## config.mk

```make
export PLATFORM = sky130hd
export DESIGN_NAME = vic_ctrl
export DESIGN_NICKNAME = d
export VERILOG_FILES = /design/src/design/vic_pkg.sv /design/src/design/vic_ctrl.sv /design/src/design/vic_pin_sync.sv
export SDC_FILE = /design/constraint.sdc
export NUM_CORES = 2
export LEC_CHECK = 0
export CAP_MARGIN = 20
export CORE_ASPECT_RATIO = 0.8
export CORE_MARGIN = 3
export CORE_UTILIZATION = 53
export DETAILED_ROUTE_END_ITERATION = 7
export DONT_BUFFER_PORTS = 1
export HOLD_SLACK_MARGIN = 0.12
export PLACE_DENSITY = 0.75
export SYNTH_ARGS = -nofsm -noshare
export SYNTH_HDL_FRONTEND = slang
export SYNTH_SLANG_ARGS = --single-unit
```

## constraint.sdc

```tcl
create_clock -name hclk -period 32.4 [get_ports hclk]
set_input_delay 3.24 -clock hclk [delete_from_list [all_inputs] [get_ports hclk]]
set_output_delay 3.24 -clock hclk [all_outputs]
set_load 0.02 [all_outputs]
```

## src/design/vic_pkg.sv

```systemverilog
// constants, field layouts and carrier types of the vectored interrupt unit
package vic_pkg;

  // ************************************************************
  // register byte offsets
  // ************************************************************
  localparam int VIC_ADDR_W = 9;
  localparam logic [8:0] VIC_OFS_MODE_BASE = 9'h000;
  localparam logic [8:0] VIC_OFS_VEC_BASE = 9'h080;
  localparam logic [8:0] VIC_OFS_STD_VEC = 9'h100;
  localparam logic [8:0] VIC_OFS_FAST_VEC = 9'h104;
  localparam logic [8:0] VIC_OFS_STATUS = 9'h108;
  localparam logic [8:0] VIC_OFS_PENDING = 9'h10C;
  localparam logic [8:0] VIC_OFS_MASK = 9'h110;
  localparam logic [8:0] VIC_OFS_CORE_STAT = 9'h114;
  localparam logic [8:0] VIC_OFS_ENABLE = 9'h120;
  localparam logic [8:0] VIC_OFS_DISABLE = 9'h124;
  localparam logic [8:0] VIC_OFS_CLEAR = 9'h128;
  localparam logic [8:0] VIC_OFS_SET = 9'h12C;
  localparam logic [8:0] VIC_OFS_EOS = 9'h130;
  localparam logic [8:0] VIC_OFS_SPURIOUS = 9'h134;
  localparam logic [8:0] VIC_OFS_PROTECT = 9'h138;

  // ************************************************************
  // source map and mode field layout
  // ************************************************************
  localparam int VIC_NSRC = 32;
  localparam int VIC_NPIN = 4;
  localparam int VIC_STACK_DEPTH = 8;
  localparam logic [31:0] VIC_VALID_SRC = 32'h0007_01FF;
  localparam logic [31:0] VIC_EXT_SRC = 32'h0007_0001;
  localparam int VIC_PRIO_LSB = 0;
  localparam int VIC_TYPE_LSB = 5;
  localparam int VIC_PROT_BIT = 0;
  // type bit 0: edge triggered; bit 1: active high / rising (external only)
  localparam int VIC_TYPE_EDGE = 0;
  localparam int VIC_TYPE_HIGH = 1;
  localparam logic [2:0] VIC_PRIO_RST = 3'h0;
  localparam logic [1:0] VIC_TYPE_RST = 2'h0;
  localparam logic [31:0] VIC_VEC_RST = 32'h0000_0000;
  localparam logic [31:0] VIC_WORD_ZERO = 32'h0000_0000;
  localparam logic [1:0] VIC_HTRANS_NONSEQ = 2'h2;

  typedef struct packed {
    logic parallel_io_source;
    logic watchdog_source;
    logic timer2_source;
    logic timer1_source;
    logic timer0_source;
    logic serial1_source;
    logic serial0_source;
  } vic_periph_t;

  typedef struct packed {
    logic [2:0] prio;
    logic [4:0] idx;
    logic ok;
  } vic_pick_t;

endpackage

```

## src/design/vic_ctrl.sv

```systemverilog
// eight-level vectored interrupt unit with AHB-Lite register slave
// What this block does
// - fast line to the core follows only source 0 (fast input or set command), while enabled and not spurious
// - standard line serves software, peripheral and three external requests
// - internal sources level or edge; external rising, falling, high or low
// - sources: 0 fast, 1 software, 2-8 peripherals, 16-18 external
// - reserved sources do nothing and their registers read zero
// - standard vector read returns handler of highest pending source
// - each standard source has a three-bit priority, seven highest
// - highest priority wins, ties go to lowest source number
// - current level latched from winner when the vector is taken
// - a newer higher request before the read is what the read returns
// - higher request reasserts line; next read pushes level onto stack
// - end-of-service write pops the previous level if one is stacked
// - vector read drops the line and clears an edge source
// - enable and disable commands set the mask, which reads back
// - disabled sources never affect arbitration of enabled ones
// - set and clear commands force pending of edge sources
// - fast path skips the encoder, uses source 0 mode and vector
// - fast vector read returns source 0 vector while fast raised
// - read with nothing eligible returns the spurious vector
// - protect mode: only a vector write stacks and acknowledges
`timescale 1ns/1ns
module vic_ctrl
  import vic_pkg::*;
(
  input wire logic hclk,
  input wire logic hresetn,
  input wire logic hsel,
  input wire logic [31:0] haddr,
  input wire logic [1:0] htrans,
  input wire logic hwrite,
  input wire logic [2:0] hsize,
  input wire logic [31:0] hwdata,
  input wire logic hready,
  output logic hreadyout,
  output logic hresp,
  output logic [31:0] hrdata,
  input wire logic fast_request_input,
  input wire logic [2:0] external_request,
  input wire vic_periph_t periph_sources,
  output logic fast_request_to_core,
  output logic standard_request_to_core
);

  // ************************************************************
  // bus front end
  // ************************************************************
  logic take;
  logic rd_go;
  logic wr_pend_q;
  logic [8:0] wr_addr_q;
  logic [8:0] rd_addr;
  logic wr_go;
  logic [31:0] hrdata_q;
  logic [31:0] rd_data;
  assign take = hsel && htrans[1] && hready;
  assign rd_go = take && !hwrite;
  assign rd_addr = haddr[8:0];
  assign wr_go = wr_pend_q;
  // a read straight after a write waits one cycle so it sees the write
  assign hreadyout = !(wr_pend_q && hsel && htrans[1] && !hwrite);
  assign hresp = 1'b0;
  assign hrdata = hrdata_q;

  always_ff @(posedge hclk or negedge hresetn) begin
    if (!hresetn) begin
      wr_pend_q <= 1'b0;
      wr_addr_q <= 9'h000;
    end else begin
      wr_pend_q <= take && hwrite;
      if (take && hwrite) begin
        wr_addr_q <= haddr[8:0];
      end
    end
  end

  logic wr_std_vec;
  logic wr_eos;
  logic wr_set;
  logic wr_clr;
  logic rd_std_vec;
  logic rd_fast_vec;
  assign wr_std_vec = wr_go && (wr_addr_q == VIC_OFS_STD_VEC);
  assign wr_eos = wr_go && (wr_addr_q == VIC_OFS_EOS);
  assign wr_set = wr_go && (wr_addr_q == VIC_OFS_SET);
  assign wr_clr = wr_go && (wr_addr_q == VIC_OFS_CLEAR);
  assign rd_std_vec = rd_go && (rd_addr == VIC_OFS_STD_VEC);
  assign rd_fast_vec = rd_go && (rd_addr == VIC_OFS_FAST_VEC);

  // ************************************************************
  // configuration registers
  // ************************************************************
  logic [2:0] prio_q [VIC_NSRC];
  logic [1:0] type_q [VIC_NSRC];
  logic [31:0] vec_q [VIC_NSRC];
  logic [31:0] mask_q;
  logic [31:0] spu_q;
  logic prot_q;

  always_ff @(posedge hclk or negedge hresetn) begin
    if (!hresetn) begin
      for (int i = 0; i < VIC_NSRC; i++) begin
        prio_q[i] <= VIC_PRIO_RST;
        type_q[i] <= VIC_TYPE_RST;
        vec_q[i] <= VIC_VEC_RST;
      end
    end else if (wr_go && !wr_addr_q[8] && VIC_VALID_SRC[wr_addr_q[6:2]]) begin
      if (!wr_addr_q[7]) begin
        prio_q[wr_addr_q[6:2]] <= hwdata[VIC_PRIO_LSB +: 3];
        type_q[wr_addr_q[6:2]] <= hwdata[VIC_TYPE_LSB +: 2];
      end else begin
        vec_q[wr_addr_q[6:2]] <= hwdata;
      end
    end
  end

  always_ff @(posedge hclk or negedge hresetn) begin
    if (!hresetn) begin
      mask_q <= VIC_WORD_ZERO;
    end else if (wr_go && wr_addr_q == VIC_OFS_ENABLE) begin
      mask_q <= mask_q | (hwdata & VIC_VALID_SRC);
    end else if (wr_go && wr_addr_q == VIC_OFS_DISABLE) begin
      mask_q <= mask_q & ~hwdata;
    end
  end

  always_ff @(posedge hclk or negedge hresetn) begin
    if (!hresetn) begin
      spu_q <= VIC_WORD_ZERO;
      prot_q <= 1'b0;
    end else if (wr_go && wr_addr_q == VIC_OFS_SPURIOUS) begin
      spu_q <= hwdata;
    end else if (wr_go && wr_addr_q == VIC_OFS_PROTECT) begin
      prot_q <= hwdata[VIC_PROT_BIT];
    end
  end

  // ************************************************************
  // source inputs and pending state
  // ************************************************************
  logic [VIC_NPIN-1:0] pin_raw;
  logic [VIC_NPIN-1:0] pin_lvl;
  logic [31:0] src_in;
  logic [31:0] pend;
  logic [31:0] elig;
  logic [31:0] ack_clr;
  logic cur_valid_q;
  logic [2:0] cur_level_q;
  logic spurious_q;
  logic fast_raised;

  assign pin_raw = {external_request, fast_request_input};

  genvar p;
  generate
    for (p = 0; p < VIC_NPIN; p++) begin : g_pin
      vic_pin_sync u_sync (
        .hclk(hclk),
        .hresetn(hresetn),
        .pin(pin_raw[p]),
        .level_q(pin_lvl[p])
      );
    end
  endgenerate

  assign src_in = {13'h0000, pin_lvl[3:1], 7'h00, periph_sources, 1'b0, pin_lvl[0]};

  genvar g;
  generate
    for (g = 0; g < VIC_NSRC; g++) begin : g_src
      logic act;
      logic prev_q;
      logic pend_q;
      logic edge_mode;
      // external sources may be active low; internal are always active high
      assign act = (VIC_EXT_SRC[g] && !type_q[g][VIC_TYPE_HIGH]) ? !src_in[g] : src_in[g];
      assign edge_mode = type_q[g][VIC_TYPE_EDGE];
      always_ff @(posedge hclk or negedge hresetn) begin
        if (!hresetn) begin
          prev_q <= 1'b0;
          pend_q <= 1'b0;
        end else begin
          prev_q <= act;
          if (!edge_mode) begin
            pend_q <= 1'b0;
          end else if ((act && !prev_q) || (wr_set && hwdata[g])) begin
            pend_q <= 1'b1;
          end else if ((wr_clr && hwdata[g]) || ack_clr[g]) begin
            pend_q <= 1'b0;
          end
        end
      end
      assign pend[g] = VIC_VALID_SRC[g] && (edge_mode ? pend_q : act);
      // masked sources and the fast source never reach the encoder
      assign elig[g] = (g != 0) && pend[g] && mask_q[g] &&
                       (!cur_valid_q || (prio_q[g] > cur_level_q));
    end
  endgenerate

  // ************************************************************
  // priority encoder
  // ************************************************************
  vic_pick_t win;
  logic [31:0] win_vec;
  always_comb begin
    win = '0;
    for (int i = VIC_NSRC - 1; i >= 0; i--) begin
      // descending scan with >= leaves the lowest number among equals
      if (elig[i] && (!win.ok || prio_q[i] >= win.prio)) begin
        win.idx = 5'(i);
        win.prio = prio_q[i];
        win.ok = 1'b1;
      end
    end
  end

  assign win_vec = win.ok ? vec_q[win.idx] : spu_q;

  // ************************************************************
  // acknowledge, nesting stack and spurious state
  // ************************************************************
  vic_pick_t memo_q;
  vic_pick_t ack;
  logic ack_go;
  logic [2:0] stk_q [VIC_STACK_DEPTH];
  logic [3:0] sp_q;
  logic [4:0] isr_q;

  assign ack_go = prot_q ? wr_std_vec : rd_std_vec;
  assign ack = prot_q ? memo_q : win;
  generate
    for (g = 0; g < VIC_NSRC; g++) begin : g_clr
      assign ack_clr[g] = (ack_go && ack.ok && ack.idx == 5'(g)) ||
                          ((g == 0) && rd_fast_vec && fast_raised);
    end
  endgenerate

  always_ff @(posedge hclk or negedge hresetn) begin
    if (!hresetn) begin
      memo_q <= '0;
    end else if (rd_std_vec) begin
      memo_q <= win;
    end
  end

  always_ff @(posedge hclk or negedge hresetn) begin
    if (!hresetn) begin
      for (int i = 0; i < VIC_STACK_DEPTH; i++) begin
        stk_q[i] <= VIC_PRIO_RST;
      end
      sp_q <= 4'h0;
      cur_valid_q <= 1'b0;
      cur_level_q <= VIC_PRIO_RST;
      isr_q <= 5'h00;
    end else if (ack_go && ack.ok) begin
      if (cur_valid_q) begin
        stk_q[sp_q[2:0]] <= cur_level_q;
        sp_q <= sp_q + 4'h1;
      end
      cur_valid_q <= 1'b1;
      cur_level_q <= ack.prio;
      isr_q <= ack.idx;
    end else if (wr_eos && !spurious_q) begin
      if (sp_q != 4'h0) begin
        cur_level_q <= stk_q[sp_q[2:0] - 3'h1];
        sp_q <= sp_q - 4'h1;
      end else begin
        cur_valid_q <= 1'b0;
      end
    end
  end

  always_ff @(posedge hclk or negedge hresetn) begin
    if (!hresetn) begin
      spurious_q <= 1'b0;
    end else if (ack_go && !ack.ok) begin
      spurious_q <= 1'b1;
    end else if (wr_eos) begin
      spurious_q <= 1'b0;
    end
  end

  // ************************************************************
  // core request lines and read data
  // ************************************************************
  assign fast_raised = pend[0] && mask_q[0];
  assign fast_request_to_core = fast_raised && !spurious_q;
  assign standard_request_to_core = win.ok && !spurious_q;

  always_comb begin
    rd_data = VIC_WORD_ZERO;
    if (!rd_addr[8]) begin
      if (VIC_VALID_SRC[rd_addr[6:2]]) begin
        if (!rd_addr[7]) begin
          rd_data = {25'h0000000, type_q[rd_addr[6:2]], 2'h0, prio_q[rd_addr[6:2]]};
        end else begin
          rd_data = vec_q[rd_addr[6:2]];
        end
      end
    end else begin
      case (rd_addr)
        VIC_OFS_STD_VEC: rd_data = win_vec;
        VIC_OFS_FAST_VEC: rd_data = fast_raised ? vec_q[0] : spu_q;
        VIC_OFS_STATUS: rd_data = {27'h0000000, isr_q};
        VIC_OFS_PENDING: rd_data = pend;
        VIC_OFS_MASK: rd_data = mask_q;
        VIC_OFS_CORE_STAT: rd_data = {30'h00000000, standard_request_to_core,
                                      fast_request_to_core};
        VIC_OFS_SPURIOUS: rd_data = spu_q;
        VIC_OFS_PROTECT: rd_data = {31'h00000000, prot_q};
        default: rd_data = VIC_WORD_ZERO;
      endcase
    end
  end

  always_ff @(posedge hclk or negedge hresetn) begin
    if (!hresetn) begin
      hrdata_q <= VIC_WORD_ZERO;
    end else if (rd_go) begin
      hrdata_q <= rd_data;
    end
  end
endmodule // vic_ctrl

```

## src/design/vic_pin_sync.sv

```systemverilog
// three-stage pin synchroniser that accepts a change once stages two and three agree
`timescale 1ns/1ns
module vic_pin_sync
  import vic_pkg::*;
(
  input wire logic hclk,
  input wire logic hresetn,
  input wire logic pin,
  output logic level_q
);

  logic s1_q;
  logic s2_q;
  logic s3_q;

  always_ff @(posedge hclk or negedge hresetn) begin
    if (!hresetn) begin
      s1_q <= 1'b0;
      s2_q <= 1'b0;
      s3_q <= 1'b0;
    end else begin
      s1_q <= pin;
      s2_q <= s1_q;
      s3_q <= s2_q;
    end
  end

  always_ff @(posedge hclk or negedge hresetn) begin
    if (!hresetn) begin
      level_q <= 1'b0;
    end else if (s2_q == s3_q) begin
      level_q <= s3_q;
    end
  end

endmodule // vic_pin_sync

```

==> reports/metrics.csv <==
stage,metric,value,unit
floorplanning,core box area,117000,µm²
global_route,first-pass GRT wire length,241000,µm
placed_design,number of port buffers,0,
clocking,clk_lat worst skew,0.75,ns
clocking,CTS Root Cell,clkbuf_16,
hold_path,Min-Delay Path Class,reg -> reg,
setup_path,crit path launch type,flop,
global_route,pin count of the biggest net entering global routing,308,
flow_run,max_cap viols,0,
clocking,CTS Buf Count,138,
synth,synthesized net count,4941,
setup_path,Critical Path RT,33.01,ns
synth,Syn Area/Cell,13.1,µm²
clocking,htree depth,4,
timing,Worst Skew,0.0371,ns
routing,Total Wirelength,157000,µm
placed_design,gpl congestion,0.910,
synth,Cell variety after synth,95,
global_route,vias in the first global route,37700,
timing,fin crit period,21.93,ns
synth,Adder-Cell Fraction of Synth Area,1.40,%
timing,final max-slew violation count,0,
setup_path,worst-path maximum fanout,50,
clocking,Clock Path Buffers,3,
setup_path,CP max stage cell,buf_4,
routing,vias,36200,
routing,post-DR vias/cell,6.47,
routing,DR iter-0 viols,4225,
clocking,post-CTS sizing,0,
routing,WL/cell,28.0,µm
global_route,Tot GR Track Use,26.0,%
clocking,CTS sink cnt,1377,
power_and_ir_drop,Lkg Pwr,29.6,nW
routing,First-pass DRT Iterations,6,
setup_path,CP endpoint kind,flop,
clocking,Post-CTS Setup Bufs,0,
synth,Cells after Synth,4790,
timing,RSZ-0062 raised after global routing,no,
synth,Synth Area in XOR/XNOR,0.112,%
power_and_ir_drop,Pwr Density,57.0,nW/µm²
setup_path,"most used cell, CP",ha_1,
timing,Rel. slew slack,0.999,%
cells_and_area,layout cell share with drive strength beyond 1,30.4,%
timing,period utilisation layout,67.7,%
global_route,initial antenna violation count,4,
floorplanning,row count,112,
clocking,CTS tree,built,
setup_path,WP data arrival,22.54,ns
timing,Max Clk Rate,45.6,MHz
setup_path,critical path's largest stage delay,0.81,ns
timing,worst hold slack,0.354,ns
synth,Ys Warns,0,
synth,Post-synth EDFFs,0,
floorplanning,die height,313,µm
floorplanning,die area,122000,µm²
synth,Synth top area share,55.1,%
power_and_ir_drop,Worst VDD drop,0.0480,mV
timing,# setup viols final,0,
synth,"area leader, netlist",dfrtp_1,
clocking,Hold Buf Count CTS,0,
placed_design,dpl hpwl,88400,µm
cells_and_area,FILL cells,8909,
cells_and_area,synthesis-to-layout area growth,5.39,%
synth,Synth area leaders,"dfrtp_1 (55%), mux4_2 (14%), mux2_2 (9.2%), clkbuf_1 (5.6%), mux2i_1 (1.8%)",
routing,residual DRC count,0,
setup_path,WS Path Type,reg -> reg,
cells_and_area,Final nets,4101,
timing,setup TNS,0,ns
synth,proportion of synthesized area in mux cells,24.6,%
run_status,status,"finished, final reports clean",
synth,dominant register cell in the synthesized netlist,dfrtp_1,
synth,synthesized cell area,62500,µm²
synth,"FFs w/ async S/R, synth",100,%
synth,Compound-Gate Fraction of Synth Area,7.34,%
timing,worst-margin pin slew,1.49,ns
global_route,gr ovfl total,0,
synth,post-synthesis sequential area ratio,55.1,%
floorplanning,Die X,390,µm
clocking,clock transition at the registers of the reported paths,0.06,ns
synth,combinational family with the most area after synthesis,multiplexers,
synth,Synth Register Bits,1377,
synth,Synth Area in Simple Gates,4.62,%
routing,post-route antenna net violation count,0,
floorplanning,Initial Util,53.5,%
floorplanning,IO Count,121,
timing,final hold vios,0,
power_and_ir_drop,overall power,3.76,mW
==> layer usage <==
metal	vias up	part of all wire (%)	track usage, %
li1	15200	-	-
met2	1923	44	38.2
met5	-	0.0076	0
met1	18700	42	37.6
met3	359	10	7.55
met4	2	3.4	8.77
==> path summary, 6_finish.rpt <==
kind | from | endpoint | slack, ns | depth (start not counted)
setup / recovery | cur_level_q[1] | hrdata[20] | 10.47 | 84
min in group asynchronous | hresetn | g_pin[0].u_sync.s1_q | 2.21 | 0
max in group asynchronous | hresetn | vec_q[299] | 26.49 | 5
hold / removal | g_pin[3].u_sync.s1_q | g_pin[3].u_sync.s2_q | 0.35 | 0
setup reg to reg | cur_level_q[1] | hrdata[20] | 10.47 | 84
hold reg to reg | g_pin[3].u_sync.s1_q | g_pin[3].u_sync.s2_q | 0.35 | 0
==> through the flow <==
step | setup WS [ns] | instance area (µm²) | cells | utilization (%)
after floorplan | 15.50 | 62500 | 4790 | -
after global placement | 11.54 | 61100 | 5345 | 52.3
after detailed placement | 11.17 | 61100 | 5346 | 52.3
after CTS | 10.97 | 65900 | 5590 | 56.4
after global routing | 9.31 | 65900 | 5593 | 56.4
final | 10.47 | 65900 | 5597 | 56.4
==> Yosys cell counts, drive strengths merged (11+ instances only) <==
cell       n
buf      104
o22ai     21
a31oi     15
or4       19
nor2     171
a22o      13
a21oi     94
nor2b     25
o31a      22
inv       39
o31ai     11
a221o     27
a221oi    51
dfrtp   1377
o211ai    16
o21ai    134
a21boi    33
a22oi     40
mux2i    110
mux2     511
a21o      12
nor3      20
nand4     13
o21a      11
nand3     36
nand2b    25
o22a      26
mux4     380
nand2    244
ha        65
a32o      22
clkbuf   934
o221ai    21
==> area by class of cell <==
cell class | instances | area [µm²] | area share (%)
Antenna cell | 4 | 10.0 | 0.0152
Clock buffer | 198 | 4110 | 6.23
Clock inverter | 46 | 638 | 0.968
Inverter | 40 | 150 | 0.228
Multi-Input combinational cell | 2335 | 24000 | 36.4
Sequential cell | 1377 | 34500 | 52.3
Tap cell | 1539 | 1930 | 2.92
Timing Repair Buffer | 58 | 611 | 0.926
==> registers in the layout (all words and copies together), names as in the netlist, 5 cells and up, named ones only <==
register and flops:
g_src.edge_mode 32, g_src.pend_q 12, g_src.prev_q 11, hrdata 32
isr_q 5, mask_q 20, memo_q 9, prio_q 96
spu_q 32, stk_q 24, type_q 32, vec_q 1024
wr_addr_q 9
==> worst max-delay path: cells and delay by family (launching register included) <==
kind                     cells  cell delay, ns
AO/OA/AOI/OAI               44           11.06
adder cells (fa/ha/maj)     11            3.13
buffers and inverters        5            1.88
flip-flops                   1            0.47
multiplexers                 4            1.53
AND/OR/NAND/NOR             20            3.63
==> cells in the final DEF (no fill, tap or decap), drive strengths merged, types with 11 or more instances in the layout <==
cell type  Yosys  routed
a21boi        33      33
a21o          12      12
a21oi         94      94
a221o         27      27
a221oi        51      51
a22o          13      13
a22oi         40      40
a31oi         15      15
a32o          22      22
buf          104      57
clkbuf       934     199
clkinv         1      22
dfrtp       1377    1377
ha            65      65
inv           39      47
mux2         511     511
mux2i        110     110
mux4         380     380
nand2        244     244
nand2b        25      25
nand3         36      36
nand4         13      13
nor2         171     171
nor2b         25      25
nor3          20      20
o211ai        16      16
o21a          11      11
o21ai        134     134
o221ai        21      21
o22a          26      26
o22ai         21      21
o31a          22      22
o31ai         11      11
or4           19      19
==> where the power goes <==
part	leakage (nW)	total [mW]	switching (mW)	internal, mW
Combinational	8.64	0.245	0.115	0.131
Clock	2.32	1.65	0.685	0.969
Sequential	18.7	1.86	0.0747	1.78
Total	29.6	3.76	0.875	2.88
==> logic make-up (layout without fill, tap and decap cells) <==
kind of cell             count (synthesis)  in the layout
flip-flops                            1377           1377
buffers and inverters                 1078            342
multiplexers                          1001           1001
AO/OA/AOI/OAI                          634            634
AND/OR/NAND/NOR                        621            621
adder cells (fa/ha/maj)                 70             70
XOR/XNOR                                 8              8
other                                    1              5
No activity file was read; power rests on OpenSTA's default activity.
